==> src/verilog/ifm_pkg.sv <==
// shared constants for the input function mapper
package ifm_pkg;

    localparam int NUM_INPUTS = 8;
    localparam int NUM_FUNCS = 32;
    localparam int CODE_W = 6;

    // selection value that disconnects an input
    localparam logic [CODE_W-1:0] CODE_NONE = 6'h3F;

    // function codes
    localparam logic [CODE_W-1:0] F_RUN = 6'h00;
    localparam logic [CODE_W-1:0] F_TORQUE_MODE = 6'h01;
    localparam logic [CODE_W-1:0] F_EXT_PERMIT = 6'h02;
    localparam logic [CODE_W-1:0] F_SPD_AN_REF = 6'h03;
    localparam logic [CODE_W-1:0] F_TRQ_AN_REF = 6'h04;
    localparam logic [CODE_W-1:0] F_JOG = 6'h05;
    localparam logic [CODE_W-1:0] F_POT_SPD_REF = 6'h06;
    localparam logic [CODE_W-1:0] F_TRQ_LIM_AN = 6'h07;
    localparam logic [CODE_W-1:0] F_ALARM_CLEAR = 6'h08;
    localparam logic [CODE_W-1:0] F_POT_UP = 6'h09;
    localparam logic [CODE_W-1:0] F_POT_DOWN = 6'h0A;
    localparam logic [CODE_W-1:0] F_POT_RELOAD = 6'h0B;
    localparam logic [CODE_W-1:0] F_SPD_INVERT = 6'h0C;
    localparam logic [CODE_W-1:0] F_FIELDBUS_REF = 6'h0E;
    localparam logic [CODE_W-1:0] F_PARAM_BANK2 = 6'h10;
    localparam logic [CODE_W-1:0] F_AXIS_LOOP = 6'h11;
    localparam logic [CODE_W-1:0] F_TIME_FREQ_REF = 6'h12;
    localparam logic [CODE_W-1:0] F_PULSE_FREQ_REF = 6'h13;
    localparam logic [CODE_W-1:0] F_LINEAR_RAMP = 6'h16;
    localparam logic [CODE_W-1:0] F_THERMAL_SW = 6'h17;
    localparam logic [CODE_W-1:0] F_INTEGRAL_FREEZE = 6'h18;
    localparam logic [CODE_W-1:0] F_POS_LOOP_OFS = 6'h19;
    localparam logic [CODE_W-1:0] F_SPD_REG_BANK2 = 6'h1A;
    localparam logic [CODE_W-1:0] F_PID_DIG_SETPT = 6'h1B;
    localparam logic [CODE_W-1:0] F_PID_AUTO = 6'h1C;
    localparam logic [CODE_W-1:0] F_PID_OUT_REF = 6'h1D;
    localparam logic [CODE_W-1:0] F_PID_MAN_SETPT = 6'h1E;

    // selection after reset, index 0 is terminal input 1
    localparam logic [NUM_INPUTS-1:0][CODE_W-1:0] SEL_RESET = {
        6'h16, 6'h05, 6'h0C, 6'h04, 6'h00, 6'h03, 6'h02, 6'h08};

    // level of each unassigned function: only external permit defaults high
    localparam logic [NUM_FUNCS-1:0] FUNC_DEFAULT = 32'h0000_0004;
    localparam logic [NUM_FUNCS-1:0] SERIAL_RESET = 32'h0000_0000;
    localparam logic [NUM_FUNCS-1:0] FIELDBUS_RESET = 32'h0000_0001;

    // input filter time
    localparam real FILT_TIME_MS = 2.2;
    localparam real CLK_PERIOD_NS = 100.0;
    localparam int FILT_CYCLES = int'($ceil(FILT_TIME_MS * 1.0e6 / CLK_PERIOD_NS));
    localparam int FILT_CNT_W = 16;

    // a legal selection is a function code or the disconnect value
    function automatic logic code_legal(input logic [CODE_W-1:0] code);
        code_legal = (code == CODE_NONE) || (code < CODE_W'(NUM_FUNCS));
    endfunction

endpackage

==> src/verilog/ifm_top.sv <==
// input function mapper: terminal, serial and fieldbus sources to drive functions
//
// Functional notes
// - eight inputs, each routed to the function its own selection names
// - codes 03, 04, 07, 06, 14 enable the reference sources
// - codes 09, 10, 11 drive potentiometer up, down, reload last value
// - code 24 freezes speed integral, code 26 selects speed regulator bank two
// - code 18 enables time-decoded, code 19 pulse-based frequency reference
// - code 12 inverts speed reference, code 22 enables linear ramps
// - code 01 torque control, 05 jog, 16 second parameter bank
// - code 17 axis space loop, 23 thermal switch, 25 position loop offset
// - codes 27 to 30 drive the process PID controls
// - reset assigns run to input 4, alarm clear to 1, permit to 2
// - unassigned functions take default: permit active, others inactive
// - a selection already held by another input is rejected, old value kept
// - value -1 disconnects an input and may be held by many inputs
// - inputs are filtered 2.2 ms; filtered high activates the function
// - polarity mask bit n makes input n active low
// - run needs terminal, serial and fieldbus; fieldbus defaults asserted
// - every other function is the OR of its three sources
// - the frequency enable parameter also enables pulse frequency reference
module ifm_top #(
    parameter int FILT_CYCLES = ifm_pkg::FILT_CYCLES
) (
    input wire logic i_clk_sys,
    input wire logic i_resetn,
    // terminal pins
    input wire logic [ifm_pkg::NUM_INPUTS-1:0] i_term_in,
    // selection write and read back
    input wire logic i_sel_wr,
    input wire logic [2:0] i_sel_idx,
    input wire logic [ifm_pkg::CODE_W-1:0] i_sel_code,
    input wire logic [2:0] i_sel_rd_idx,
    output logic [ifm_pkg::CODE_W-1:0] o_sel_rd_code,
    output logic o_sel_accepted,
    output logic o_sel_rejected,
    // configuration
    input wire logic [ifm_pkg::NUM_INPUTS-1:0] i_input_polarity_mask,
    input wire logic i_freq_ref_enable_param,
    // serial and fieldbus command words
    input wire logic i_serial_wr,
    input wire logic [ifm_pkg::NUM_FUNCS-1:0] i_serial_func,
    input wire logic i_fieldbus_wr,
    input wire logic [ifm_pkg::NUM_FUNCS-1:0] i_fieldbus_func,
    // status
    output logic [ifm_pkg::NUM_INPUTS-1:0] o_filtered_inputs,
    output logic [ifm_pkg::NUM_FUNCS-1:0] o_terminal_functions,
    output logic [ifm_pkg::NUM_FUNCS-1:0] o_assigned_functions,
    output logic [ifm_pkg::NUM_FUNCS-1:0] o_functions,
    // named function outputs
    output logic o_run_function,
    output logic o_torque_mode_function,
    output logic o_external_permit,
    output logic o_speed_analog_ref_enable,
    output logic o_torque_analog_ref_enable,
    output logic o_jog_enable,
    output logic o_pot_speed_ref_enable,
    output logic o_torque_limit_analog_enable,
    output logic o_alarm_clear_function,
    output logic o_pot_count_up,
    output logic o_pot_count_down,
    output logic o_pot_reload_last,
    output logic o_speed_ref_invert,
    output logic o_fieldbus_ref_enable,
    output logic o_second_param_bank_enable,
    output logic o_axis_space_loop_enable,
    output logic o_time_decoded_freq_ref_enable,
    output logic o_pulse_freq_ref_enable,
    output logic o_linear_ramp_enable,
    output logic o_motor_thermal_switch,
    output logic o_speed_integral_freeze,
    output logic o_position_loop_offset_enable,
    output logic o_speed_reg_bank_two_enable,
    output logic o_pid_digital_setpoint_enable,
    output logic o_pid_auto_enable,
    output logic o_pid_output_ref_enable,
    output logic o_pid_manual_setpoint_enable
);

    typedef struct packed {
        logic [ifm_pkg::NUM_FUNCS-1:0] serial;
        logic [ifm_pkg::NUM_FUNCS-1:0] fieldbus;
        logic [ifm_pkg::NUM_FUNCS-1:0] term;
        logic [ifm_pkg::NUM_FUNCS-1:0] assigned;
        logic [ifm_pkg::NUM_FUNCS-1:0] func;
    } ifm_top_state_t;

    ifm_top_state_t q, d;

    logic [ifm_pkg::NUM_INPUTS-1:0] filt_level;
    logic [ifm_pkg::NUM_INPUTS-1:0][ifm_pkg::CODE_W-1:0] sel_codes;
    logic [ifm_pkg::NUM_INPUTS-1:0] active_in;
    logic [ifm_pkg::NUM_FUNCS-1:0] term_lvl;
    logic [ifm_pkg::NUM_FUNCS-1:0] hit;
    logic [ifm_pkg::NUM_FUNCS-1:0] merged;

    // the filter delays every edge by the two synchroniser stages plus the window, glitches shorter vanish
    ifm_filter #(
        .N(ifm_pkg::NUM_INPUTS),
        .CNT_W(ifm_pkg::FILT_CNT_W),
        .CYCLES(FILT_CYCLES)
    ) u_filter (
        .i_clk_sys(i_clk_sys),
        .i_resetn(i_resetn),
        .i_pin(i_term_in),
        .o_level(filt_level)
    );

    ifm_select u_select (
        .i_clk_sys(i_clk_sys),
        .i_resetn(i_resetn),
        .i_wr(i_sel_wr),
        .i_wr_idx(i_sel_idx),
        .i_wr_code(i_sel_code),
        .i_rd_idx(i_sel_rd_idx),
        .o_rd_code(o_sel_rd_code),
        .o_codes(sel_codes),
        .o_ack(o_sel_accepted),
        .o_nak(o_sel_rejected)
    );

    // polarity applied after the filter so the window is symmetric
    assign active_in = filt_level ^ i_input_polarity_mask;

    always_comb begin
        d = q;
        term_lvl = ifm_pkg::FUNC_DEFAULT;
        hit = '0;
        merged = '0;

        // terminal side: one input at most can carry a given function
        for (int f = 0; f < ifm_pkg::NUM_FUNCS; f++) begin
            for (int i = 0; i < ifm_pkg::NUM_INPUTS; i++) begin
                if (sel_codes[i] == ifm_pkg::CODE_W'(f)) begin
                    hit[f] = 1'b1;
                end
            end
        end
        for (int f = 0; f < ifm_pkg::NUM_FUNCS; f++) begin
            if (hit[f]) begin
                term_lvl[f] = 1'b0;
            end
        end
        for (int i = 0; i < ifm_pkg::NUM_INPUTS; i++) begin
            // disconnected inputs never reach a function
            if (sel_codes[i] != ifm_pkg::CODE_NONE) begin
                term_lvl[sel_codes[i][4:0]] = active_in[i];
            end
        end

        // command words from the other two sources
        if (i_serial_wr) begin
            d.serial = i_serial_func;
        end
        if (i_fieldbus_wr) begin
            d.fieldbus = i_fieldbus_func;
        end

        // others are the parallel of all three sources
        merged = q.term | q.serial | q.fieldbus;
        // run must be confirmed by every source
        merged[ifm_pkg::F_RUN[4:0]] = q.term[ifm_pkg::F_RUN[4:0]] &
            q.serial[ifm_pkg::F_RUN[4:0]] & q.fieldbus[ifm_pkg::F_RUN[4:0]];
        // parameter route to the pulse reference bypasses the inputs
        merged[ifm_pkg::F_PULSE_FREQ_REF[4:0]] =
            merged[ifm_pkg::F_PULSE_FREQ_REF[4:0]] | i_freq_ref_enable_param;

        d.term = term_lvl;
        d.assigned = hit;
        d.func = merged;
    end

    always_ff @(posedge i_clk_sys or negedge i_resetn) begin
        if (!i_resetn) begin
            q <= '{
                serial: ifm_pkg::SERIAL_RESET,
                fieldbus: ifm_pkg::FIELDBUS_RESET,
                term: ifm_pkg::FUNC_DEFAULT,
                assigned: '0,
                func: '0
            };
        end else begin
            q <= d;
        end
    end

    assign o_filtered_inputs = filt_level;
    assign o_terminal_functions = q.term;
    assign o_assigned_functions = q.assigned;
    assign o_functions = q.func;

    // drive control and permits
    assign o_run_function = q.func[ifm_pkg::F_RUN[4:0]];
    assign o_torque_mode_function = q.func[ifm_pkg::F_TORQUE_MODE[4:0]];
    assign o_external_permit = q.func[ifm_pkg::F_EXT_PERMIT[4:0]];
    assign o_alarm_clear_function = q.func[ifm_pkg::F_ALARM_CLEAR[4:0]];
    assign o_jog_enable = q.func[ifm_pkg::F_JOG[4:0]];
    assign o_second_param_bank_enable = q.func[ifm_pkg::F_PARAM_BANK2[4:0]];

    // reference sources
    assign o_speed_analog_ref_enable = q.func[ifm_pkg::F_SPD_AN_REF[4:0]];
    assign o_torque_analog_ref_enable = q.func[ifm_pkg::F_TRQ_AN_REF[4:0]];
    assign o_torque_limit_analog_enable = q.func[ifm_pkg::F_TRQ_LIM_AN[4:0]];
    assign o_pot_speed_ref_enable = q.func[ifm_pkg::F_POT_SPD_REF[4:0]];
    assign o_fieldbus_ref_enable = q.func[ifm_pkg::F_FIELDBUS_REF[4:0]];

    // digital potentiometer
    assign o_pot_count_up = q.func[ifm_pkg::F_POT_UP[4:0]];
    assign o_pot_count_down = q.func[ifm_pkg::F_POT_DOWN[4:0]];
    assign o_pot_reload_last = q.func[ifm_pkg::F_POT_RELOAD[4:0]];

    // speed regulator
    assign o_speed_integral_freeze = q.func[ifm_pkg::F_INTEGRAL_FREEZE[4:0]];
    assign o_speed_reg_bank_two_enable = q.func[ifm_pkg::F_SPD_REG_BANK2[4:0]];

    // frequency references
    assign o_time_decoded_freq_ref_enable = q.func[ifm_pkg::F_TIME_FREQ_REF[4:0]];
    assign o_pulse_freq_ref_enable = q.func[ifm_pkg::F_PULSE_FREQ_REF[4:0]];

    // reference shaping
    assign o_speed_ref_invert = q.func[ifm_pkg::F_SPD_INVERT[4:0]];
    assign o_linear_ramp_enable = q.func[ifm_pkg::F_LINEAR_RAMP[4:0]];

    // axis, protection, position loop
    assign o_axis_space_loop_enable = q.func[ifm_pkg::F_AXIS_LOOP[4:0]];
    assign o_motor_thermal_switch = q.func[ifm_pkg::F_THERMAL_SW[4:0]];
    assign o_position_loop_offset_enable = q.func[ifm_pkg::F_POS_LOOP_OFS[4:0]];

    // process PID controls
    assign o_pid_digital_setpoint_enable = q.func[ifm_pkg::F_PID_DIG_SETPT[4:0]];
    assign o_pid_auto_enable = q.func[ifm_pkg::F_PID_AUTO[4:0]];
    assign o_pid_output_ref_enable = q.func[ifm_pkg::F_PID_OUT_REF[4:0]];
    assign o_pid_manual_setpoint_enable = q.func[ifm_pkg::F_PID_MAN_SETPT[4:0]];

endmodule // ifm_top

==> src/verilog/ifm_filter.sv <==
// synchroniser and stability filter for the terminal inputs
module ifm_filter #(
    parameter int N = 8,
    parameter int CNT_W = 16,
    parameter int CYCLES = 22000
) (
    input wire logic i_clk_sys,
    input wire logic i_resetn,
    input wire logic [N-1:0] i_pin,
    output logic [N-1:0] o_level
);

    typedef struct packed {
        logic [N-1:0] meta;
        logic [N-1:0] sync;
        logic [N-1:0] level;
        logic [N-1:0][CNT_W-1:0] cnt;
    } ifm_filt_state_t;

    ifm_filt_state_t q, d;

    always_comb begin
        d = q;
        d.meta = i_pin;
        d.sync = q.meta;
        for (int i = 0; i < N; i++) begin
            // a level must hold for the whole window before it is taken
            if (q.sync[i] == q.level[i]) begin
                d.cnt[i] = '0;
            end else if (q.cnt[i] >= CNT_W'(CYCLES - 1)) begin
                d.cnt[i] = '0;
                d.level[i] = q.sync[i];
            end else begin
                d.cnt[i] = q.cnt[i] + CNT_W'(1);
            end
        end
    end

    always_ff @(posedge i_clk_sys or negedge i_resetn) begin
        if (!i_resetn) begin
            q <= '0;
        end else begin
            q <= d;
        end
    end

    assign o_level = q.level;

endmodule // ifm_filter

==> src/verilog/ifm_select.sv <==
// per-input function selection table with duplicate rejection
module ifm_select (
    input wire logic i_clk_sys,
    input wire logic i_resetn,
    input wire logic i_wr,
    input wire logic [2:0] i_wr_idx,
    input wire logic [ifm_pkg::CODE_W-1:0] i_wr_code,
    input wire logic [2:0] i_rd_idx,
    output logic [ifm_pkg::CODE_W-1:0] o_rd_code,
    output logic [ifm_pkg::NUM_INPUTS-1:0][ifm_pkg::CODE_W-1:0] o_codes,
    output logic o_ack,
    output logic o_nak
);

    typedef struct packed {
        logic [ifm_pkg::NUM_INPUTS-1:0][ifm_pkg::CODE_W-1:0] code;
        logic ack;
        logic nak;
    } ifm_sel_state_t;

    ifm_sel_state_t q, d;
    logic clash;

    always_comb begin
        d = q;
        d.ack = 1'b0;
        d.nak = 1'b0;
        clash = 1'b0;
        // disconnect value may be shared by any number of inputs
        for (int j = 0; j < ifm_pkg::NUM_INPUTS; j++) begin
            if (3'(j) != i_wr_idx && q.code[j] == i_wr_code &&
                    i_wr_code != ifm_pkg::CODE_NONE) begin
                clash = 1'b1;
            end
        end
        if (i_wr) begin
            if (clash || !ifm_pkg::code_legal(i_wr_code)) begin
                d.nak = 1'b1;
            end else begin
                d.code[i_wr_idx] = i_wr_code;
                d.ack = 1'b1;
            end
        end
    end

    always_ff @(posedge i_clk_sys or negedge i_resetn) begin
        if (!i_resetn) begin
            q <= '{code: ifm_pkg::SEL_RESET, ack: 1'b0, nak: 1'b0};
        end else begin
            q <= d;
        end
    end

    assign o_codes = q.code;
    assign o_rd_code = q.code[i_rd_idx];
    assign o_ack = q.ack;
    assign o_nak = q.nak;

endmodule // ifm_select

==> config.mk <==
export PLATFORM = sky130hd
export DESIGN_NAME = ifm_top
export DESIGN_NICKNAME = d
export VERILOG_FILES = /design/src/verilog/ifm_pkg.sv /design/src/verilog/ifm_top.sv /design/src/verilog/ifm_filter.sv /design/src/verilog/ifm_select.sv
export SDC_FILE = /design/constraint.sdc
export NUM_CORES = 1
export LEC_CHECK = 0
export BUFFER_PORTS_ARGS = -buffer_cell sky130_fd_sc_hd__buf_2
export CAP_MARGIN = 20
export CORE_ASPECT_RATIO = 0.6
export CORE_MARGIN = 4
export CORE_UTILIZATION = 30
export CTS_CLUSTER_SIZE = 8
export DETAILED_ROUTE_END_ITERATION = 6
export GPL_TIMING_DRIVEN = 1
export PLACE_DENSITY = 0.46
export SYNTH_ARGS = -nofsm -noshare
export SYNTH_HDL_FRONTEND = slang
export SYNTH_SLANG_ARGS = --single-unit
==> constraint.sdc <==
create_clock -name i_clk_sys -period 3.2 [get_ports i_clk_sys]
set_input_delay 0.64 -clock i_clk_sys [delete_from_list [all_inputs] [get_ports i_clk_sys]]
set_output_delay 0.64 -clock i_clk_sys [all_outputs]
set_load 0.01 [all_outputs]
# Word-level counts from Yosys, hierarchy flattened
# Index checks and enable logic that the tools add are counted.
[totals]
input_bits = 98
output_inout_bits = 139
ff_bits = 362
[op_classes]
n_eq_ne = 281
n_addsub = 8
muxes = 321
n_lt_le_gt_ge = 28
n_reduce_logical = 46
bitwise = 15
[op_table]
columns = ["operator", "count"]
rows = [
  ["$eq 6x5->1 const B", 128],
  ["$eq 6x4->1 const B", 64],
  ["$mux 1", 275],
  ["$bwmux 32", 8],
  ["$mux 16", 16],
  ["$mux 32", 8],
  ["$eq 6x3->1 const B", 32],
  ["$add 16x1->16 const B", 8],
  ["$ge 16x15->1 const B", 8],
  ["$eq 6x2->1 const B", 16],
  ["$or 32x32->32", 2],
  ["$ne 6x6->1 const B", 9],
  ["$bwmux 48", 1],
  ["$eq 6x1->1 const B", 8],
  ["$eq 6x6->1", 8],
  ["$logic_not 6->1", 8],
  ["$lt 5x6->1 const B", 8],
  ["$demux 1 s5", 8],
  ["$ge 5x1->1 const B", 8],
  ["$logic_and 1x1->1", 25],
  ["$bmux 6 s3", 1],
  ["$demux 6 s3", 1],
  ["$reduce_and 2->1", 9],
  ["$mux 6", 2],
  ["other kinds (16)", 38],
]

# Longest topological paths before layout
# Gate-level depths: netlist (run 1).
[depth]
ltp_word = 26
depth_mapped = 10
depth_no_buf = 8

# Hierarchy
# From an unflattened synthesis (run 1), not the netlist that was laid out.
[hier_totals]
cells_unflattened = 2577
area_unflattened_um2 = 22907.0
[by_module_without_submodules]
columns = ["mod", "area_each_um2", "instances", "seq_area_each_um2", "cells_per_inst"]
rows = [
  ["ifm_top", 11692.5, 1, 4006.3, 1427],
  ["ifm_filter", 7109.3, 1, 3803.6, 686],
  ["ifm_select", 4105.2, 1, 1266.2, 464],
]

# Worst setup path after synthesis (run 1)
# OpenSTA, ideal clock, no wires.
[synth_timing]
path_type = "input to output"
start = "in i_sel_rd_idx[0]"
end = "out o_sel_rd_code[2] in the netlist's numbering"
t_arrival_ns = 2.006
stages = 3
path_slack_ns = 0.554
path_cell_list = "buf_1 -> mux4_2 -> mux2_2"
[synth_via]
elab_chain_len = 2
[synth_lines]
columns = ["element", "line", "source"]
rows = [
  ["start: declaration", "ifm_top.sv:33", "input wire logic [2:0] i_sel_rd_idx,"],
  ["$bmux 6 s3", "ifm_select.sv:55", "assign o_rd_code = q.code[i_rd_idx];"],
  ["$mux 6 (not written as such)", "ifm_select.sv:55", ""],
  ["end: declaration", "ifm_top.sv:34", "output logic [ifm_pkg::CODE_W-1:0] o_sel_rd_code,"],
]
# No other way between the ends. The select of a mux whose other input is x is not followed.

# Final worst setup path (run 1)
[layout_timing]
start = "reg u_select.q, in the netlist u_select.o_codes[10]"
end = "out o_sel_rd_code[4] in the netlist's numbering"
[layout_via]
elab_chain_len = 2
[layout_lines]
columns = ["element", "line", "source"]
rows = [
  ["start: declaration", "ifm_select.sv:21", "ifm_sel_state_t q, d;"],
  ["start signal: assignment", "ifm_select.sv:48", "q <= '{code: ifm_pkg::SEL_RESET, ack: 1'b0, nak: 1'b0};"],
  ["$bmux 6 s3", "ifm_select.sv:55", ""],
  ["$mux 6 (not written as such)", "ifm_select.sv:55", ""],
]
# No other way between the ends. The select of a mux whose other input is x is not followed.

==> results of run 1 <==
## layer usage
metal | share of wire [%] | GRT usage, %
met4 | 2.0 | 4.85
met5 | 0.072 | 0
met2 | 39 | 30.9
met3 | 13 | 8.47
met1 | 46 | 33.3
## Yosys cell counts, types with 7 or more instances
cell	n	area share, %
a211oi_1	28	1.0
a21oi_1	26	0.62
a221oi_1	24	1.0
a31oi_1	42	1.2
and2_1	7	0.21
and3_1	25	0.74
buf_1	16	0.28
buf_2	14	0.33
buf_4	110	3.9
buf_6	13	0.69
clkbuf_1	112	2.0
dfrtp_1	348	41
dfstp_2	14	1.7
ha_1	8	0.47
inv_1	9	0.16
mux2_2	84	4.5
mux2_4	37	2.6
mux2i_1	10	0.47
mux4_2	12	1.3
nand2_1	166	3.0
nand2b_1	30	0.89
nand3_1	80	1.9
nand3b_1	17	0.60
nand4_1	20	0.59
nor2_1	281	5.0
nor2b_1	17	0.50
nor3_1	29	0.69
nor3b_1	9	0.32
nor4_1	10	0.30
o211ai_1	7	0.25
o21ai_0	33	0.78
o21ai_4	7	0.54
o21bai_1	8	0.28
o221ai_1	12	0.50
o22a_1	15	0.62
o22ai_1	196	5.8
or2_2	20	0.59
or3_1	54	1.6
or3b_2	15	0.62
or4_1	21	0.75
xnor2_1	62	2.6
xor2_1	98	4.1
## worst max-delay path: stages, from the launching register on
cell     delay (ns)
dfrtp_1        0.60
buf_4          0.27
mux4_2         0.47
mux2_2         0.27
buf_2          0.14
## registers in the layout, summed over array words and instances, names as in the netlist
signal and count:
u_select.o_nak 1, u_select.o_ack 1, o_assigned_functions 32, o_terminal_functions 32
u_select.o_codes 48, u_filter.q 136, u_filter.d 8, u_filter.o_level 8
o_functions 32, q 64
## kinds of logic (layout without fill, tap and decap cells)
logic type                 Yosys count  after routing
xor gates and xnor gates           160            160
AOI/OAI and AO/OA                  445            445
DFF                                362            362
buffers and inverters              276            458
other                                1              8
adders and majority gates            8              8
muxes                              143            143
and+or+nand+nor                    814            814
## area by class of cell
type / count / area [um^2] / area share, %
Multi-Input combinational cell: 1578 / 10500 / 43.0
Sequential cell: 362 / 9080 / 37.2
Timing Repair Buffer: 365 / 2200 / 9.01
Clock buffer: 81 / 1410 / 5.78
Tap cell: 912 / 1140 / 4.68
Inverter: 10 / 37.5 / 0.154
Clock inverter: 2 / 35.0 / 0.144
## worst paths after layout
| path | start | end | slack, ns | depth (start not counted) |
|---|---|---|---|---|
| worst max-delay path | u_select.o_codes[10] | o_sel_rd_code[4] | 0.22 | 4 |
| worst min-delay path | i_resetn | o_assigned_functions[23] | 0.06 | 1 |
| worst max register to register | u_select.o_codes[9] | u_select.o_codes[15] | 0.31 | 8 |
| worst min register to register | u_filter.d[136] | u_filter.q[136] | 0.34 | 0 |
| max in group asynchronous | i_resetn | u_filter.q[43] | 2.22 | 2 |
| min in group i_clk_sys | i_term_in[7] | u_filter.d[143] | 0.16 | 1 |
## stage by stage
stage          instances  area (um^2)  hold slack (ns)
6_report            3310        24400           0.0576
4_1_cts             3310        24400           0.0581
3_3_place_gp        3227        22900            0.335
2_1_floorplan       2216        21100            0.331
3_5_place_dp        3227        22900            0.335
5_1_grt             3310        24400           0.0840
## where the power goes
| part | leakage, nW | internal, mW | switching (mW) | total (mW) |
|---|---|---|---|---|
| combinational | 4.79 | 3.14 | 5.98 | 9.12 |
| sequential | 4.56 | 5.40 | 1.32 | 6.71 |
| clock | 0.690 | 2.98 | 2.03 | 5.01 |
==> run metrics, run 1 <==
run status complete, but fails checks; failing checks design-rule violations; post-DP HPWL about 64000 um; final WL about 86000 um; most frequent cells in the layout 348 x dfrtp_1, 281 x nor2_1, 235 x buf_2; Root Driver clkbuf_16; worst setup margin between 0.2 and 0.25 ns; CP Data Required Time ~2.6 ns; synthesized area ~0.021 mm^2; share of cells above drive strength 1 about 26%; synthesized area per cell around 9.6 um^2; area grow syn2layout 15.6%; Place WS 0.0617 ns; gp weighted congestion approximately 1.1; vias approximately 19000; Post-CTS Setup Repair Bufs 0; Num CTS Buffers between 50 and 60; chip height around 210 um; Final Hold Vio Count 0; GRT Util Overall 22.5%; clock latency at the later pin of the worst-skew pair ~0.60 ns; Iter 0 DRT Violations 2332; post-CTS sizing 0; Row Count 74; cell area power density between 800 and 900 mW/mm^2; Max Cap Violations 0; largest family of logic cells by synthesized area simple AND/OR/NAND/NOR gates; post-synthesis adder-cell area fraction less than 1%; die width 350 um; crit path kind flip-flop to output pin; via/cell ratio approximately 5.7; Critical Path Start Type flip-flop; TNS Setup 0 ns; # DRC 1; Synth Area in Simple Gates between 10% and 20%; vias in the first global route between 15000 and 20000; RSZ-0062 raised after global routing false; Port Buffers roughly 240; Sink Count ~360; crit share post-route between 90 and 100%; Arrival @ worst endpoint approximately 2.3 ns; Detail Route Antenna Nets 0; worst-margin pin slew between 1 and 1.5 ns; Post-synth EDFFs 0; global-route wire length before repair about 130000 um; Max clock buf depth 3; antenna violations before repair 5; IO Count about 240; Max Freq around 340 MHz; TritonRoute pass-1 iters 7; WL/cell roughly 26 um; post-synthesis compound-gate area fraction around 15%; CTS Hold Bufs 0; CTS clock-pin slew for the worst setup and hold paths roughly 0.06 ns; mux share of post-synthesis cell area 8.87%; minimum clock period around 3.0 ns; Slew Limit Fails 0; max_slew headroom around a third; core area 0.0689 mm^2; CP endpoint kind output pin; most common cell after layout, fill and taps aside dfrtp_1; CTS tree yes; class of the worst hold path input pin to async pin; worst-path fanout max 16; total power between 20 and 25 mW; Die ar. ~0.075 mm^2; starting density of the core between 30% and 40%; cells after synthesis about 2200; diodes inserted 0; gr ovfl total 0; final setup fails 0; LEAKAGE roughly 10 nW; Final Util a little over a third; Clock H-tree levels 2; ys flop type dfrtp_1; ys async rst share 100%; XOR/XNOR share of the synthesized area 6.64%; synth warn 0; Setup Skew 0.0269 ns; Final Net Count roughly 2500; synth unique cells 69; IR Drop Worst-Case VDD about 0.00043 V; post-synthesis sequential area ratio about 43%; largest net degree at the start of global routing 81; Seq cells post-synth 362; filler instances 7075
No activity file was read; power rests on OpenSTA's default activity.
==> inputs of run 2 (changes only) <==
--- a/config.mk
+++ b/config.mk
@@ -5,10 +5,10 @@
 export SDC_FILE = /design/constraint.sdc
 export NUM_CORES = 1
 export LEC_CHECK = 0
+export ABC_AREA = 1
 export BUFFER_PORTS_ARGS = -buffer_cell sky130_fd_sc_hd__buf_2
 export CAP_MARGIN = 20
 export CORE_ASPECT_RATIO = 0.6
-export CORE_MARGIN = 4
 export CORE_UTILIZATION = 30
 export CTS_CLUSTER_SIZE = 8
 export DETAILED_ROUTE_END_ITERATION = 6
==> run 2 against run 1 <==
  * The run now ends clean
  * Combinational power is 16% lower
  * Via count up 16%
  * Worst setup slack lost 0.0028 ns
  * Highest routed layer unchanged
==> run metrics, run 2 <==
clock latency at the later pin of the worst-skew pair 0.62 ns; Hold Startpoint i_term_in[2]; critical path cell sequence inv_1 > a21oi_1 > a221oi_1 > a31oi_1 > buf_2; most common cell after layout, fill and taps aside nand2_1; Final Hold Vio Count 0; Finished Layout Cells 4130; post-DP HPWL roughly 74000 um; Die ar. approximately 0.073 mm^2; worst-margin pin slew 0.990 ns; ys async rst share 100%; Final Net Count between 3000 and 4000; CP max stage cell dfrtp_1; GRT Util Overall 25.7%; cell area power density 745 mW/mm^2; Max clock buf depth 3; post-synthesis sequential area ratio 42.0%; Max Freq between 300 and 400 MHz; die width between 300 and 400 um; synthesized area per cell roughly 7.3 um^2; CP endpoint kind output pin; gp weighted congestion roughly 1.1; minimum hold slack roughly 0.14 ns; ys flop type dfrtp_1; Worst Setup SP u_select.o_codes[40]; LEAKAGE 11.6 nW; Comb power frac around 41%; minimum clock period between 2 and 3 ns; Seq cells post-synth approximately 360; filler instances 7531; Largest register FFs roughly 140; class of the worst hold path input pin to flip-flop; post-synth top area cell dfrtp_1; Synth Area in Simple Gates between 20% and 30%; DP Cell Count ~4000; Iter 0 DRT Violations about 2500; RSZ-0062 raised after global routing false; mux share of post-synthesis cell area 2.08%; synth warn 0; post-CTS sizing 0; P_sw between 8 and 9 mW; Net Sw Frac a little under half; core area slightly above 0.07 mm^2; Detail Route Antenna Nets 0; Port Buffers around 240; IR Drop Worst-Case VDD ~0.00036 V; max_slew headroom 34.0%; area grow syn2layout 16.7%; CTS Hold Bufs 1; TritonRoute pass-1 iters 6; Root Driver clkbuf_16; vias about 22000; Arrival @ worst endpoint approximately 2.3 ns; slowest stage delay, CP between 0.6 and 0.7 ns; synthesized area 0.0216 mm^2; Slew Limit Fails 0; RR Startpoint u_select.o_codes[40]; run status completed; Post-synth EDFFs 0; crit share post-route between 90 and 100%; most frequent cells in the layout 619 x nand2_1, 497 x nor2_1, 348 x dfrtp_1; XOR/XNOR share of the synthesized area roughly 3.6%; share of cells above drive strength 1 about 15%; post-synthesis adder-cell area fraction less than 1%; commonest cells in the netlist 619 x nand2_1, 497 x nor2_1, 348 x dfrtp_1; Clock power frac between 20% and 30%; worst-path fanout max 8; global-route wire length before repair roughly 140000 um; Synth area leaders dfrtp_1 40%, nand2_1 11%, nor2_1 8.6%; total power 18.8 mW; Top reg by flops u_filter.q; via/cell ratio about 5.3; Final Util 35.8%; synth unique cells 47; vias in the first global route around 21000; Setup Skew 0.0423 ns; Num CTS Buffers just over 50; area fraction of the dominant cell type after synthesis around 40%; post-synthesis compound-gate area fraction a little over an eighth; IO Count 237; Internal 10.3 mW; chip height ~210 um; TNS Setup 0 ns; CTS clock-pin slew for the worst setup and hold paths around 0.050 ns; starting density of the core 30.6%; CTS tree yes; WL/cell ~23 um; Row Count 75; Critical Path Start Type flip-flop; Sequential Power Share between 30 and 40%; antenna violations before repair 5; Clock H-tree levels 2; final WL 94800 um; most frequent cell after synthesis nand2_1; cells after synthesis roughly 3000; Max Cap Violations 0; # DRC 0; Sink Count roughly 360; crit path kind flip-flop to output pin; gr ovfl total 0; final setup fails 0; Post-CTS Setup Repair Bufs 0; largest family of logic cells by synthesized area simple AND/OR/NAND/NOR gates; largest net degree at the start of global routing 62; CP Data Required Time around 2.6 ns
-- run 2: worst max-delay path: cells and delay by family (launching register included) --
family                 cells  cell delay [ns]
AOI/OAI and AO/OA          3             0.53
buffers and inverters      2             0.53
DFF                        1             0.68
-- run 2: metal layers --
layer | vias up | GRT usage (%) | part of all wire [%]
met5 | - | 0 | 0.013
met4 | 2 | 5.20 | 2.0
li1 | 9902 | - | -
met2 | 1100 | 34.4 | 38
met1 | 10600 | 38.9 | 47
met3 | 134 | 9.20 | 13
-- run 2: per-stage QoR --
stage	instance area, um^2	setup WS, ns
5_1_grt	25200	0.0982
3_5_place_dp	23800	0.398
2_1_floorplan	21600	0.806
6_report	25200	0.219
3_3_place_gp	23800	0.439
4_1_cts	25200	0.204
-- run 2: final cells by class --
type                            instances  area (um^2)  share of cell area, %
Multi-Input combinational cell       2037        10100                   40.0
Sequential cell                       362         9080                   36.0
Timing Repair Buffer                  355         2150                   8.52
Clock buffer                           78         1380                   5.46
Inverter                              330         1240                   4.91
Tap cell                              962         1200                   4.77
Clock inverter                          4         77.6                  0.307
Antenna cell                            2         5.00                 0.0198
-- run 2: kinds of logic after synthesis --
kind of cell | count (synthesis)
multiplexers | 40
XOR/XNOR | 89
adder cells (fa/ha/maj) | 8
buffers and inverters | 552
flip-flops | 362
other | 1
AND/OR/NAND/NOR | 1392
AO/OA/AOI/OAI | 500
-- run 2: power groups by stage --
stage	registers [mW]	clock network, mW	logic [mW]
after floorplan	5.69	0	4.03
after global placement	6.19	0	7.34
after CTS	6.11	5.23	7.28
final	6.11	5.04	7.65
after global routing	6.19	5.43	7.99
after detailed placement	6.18	0	7.26
-- run 2: final timing paths --
check | to | slack (ns) | cells after the start
worst max-delay path | o_sel_rd_code[4] | 0.22 | 5
worst min-delay path | u_filter.d[138] | 0.14 | 1
worst max register to register | o_assigned_functions[18] | 0.31 | 9
worst min register to register | u_filter.q[138] | 0.34 | 0
max in group asynchronous | u_filter.q[24] | 1.59 | 4
min in group asynchronous | u_filter.d[136] | 0.53 | 2
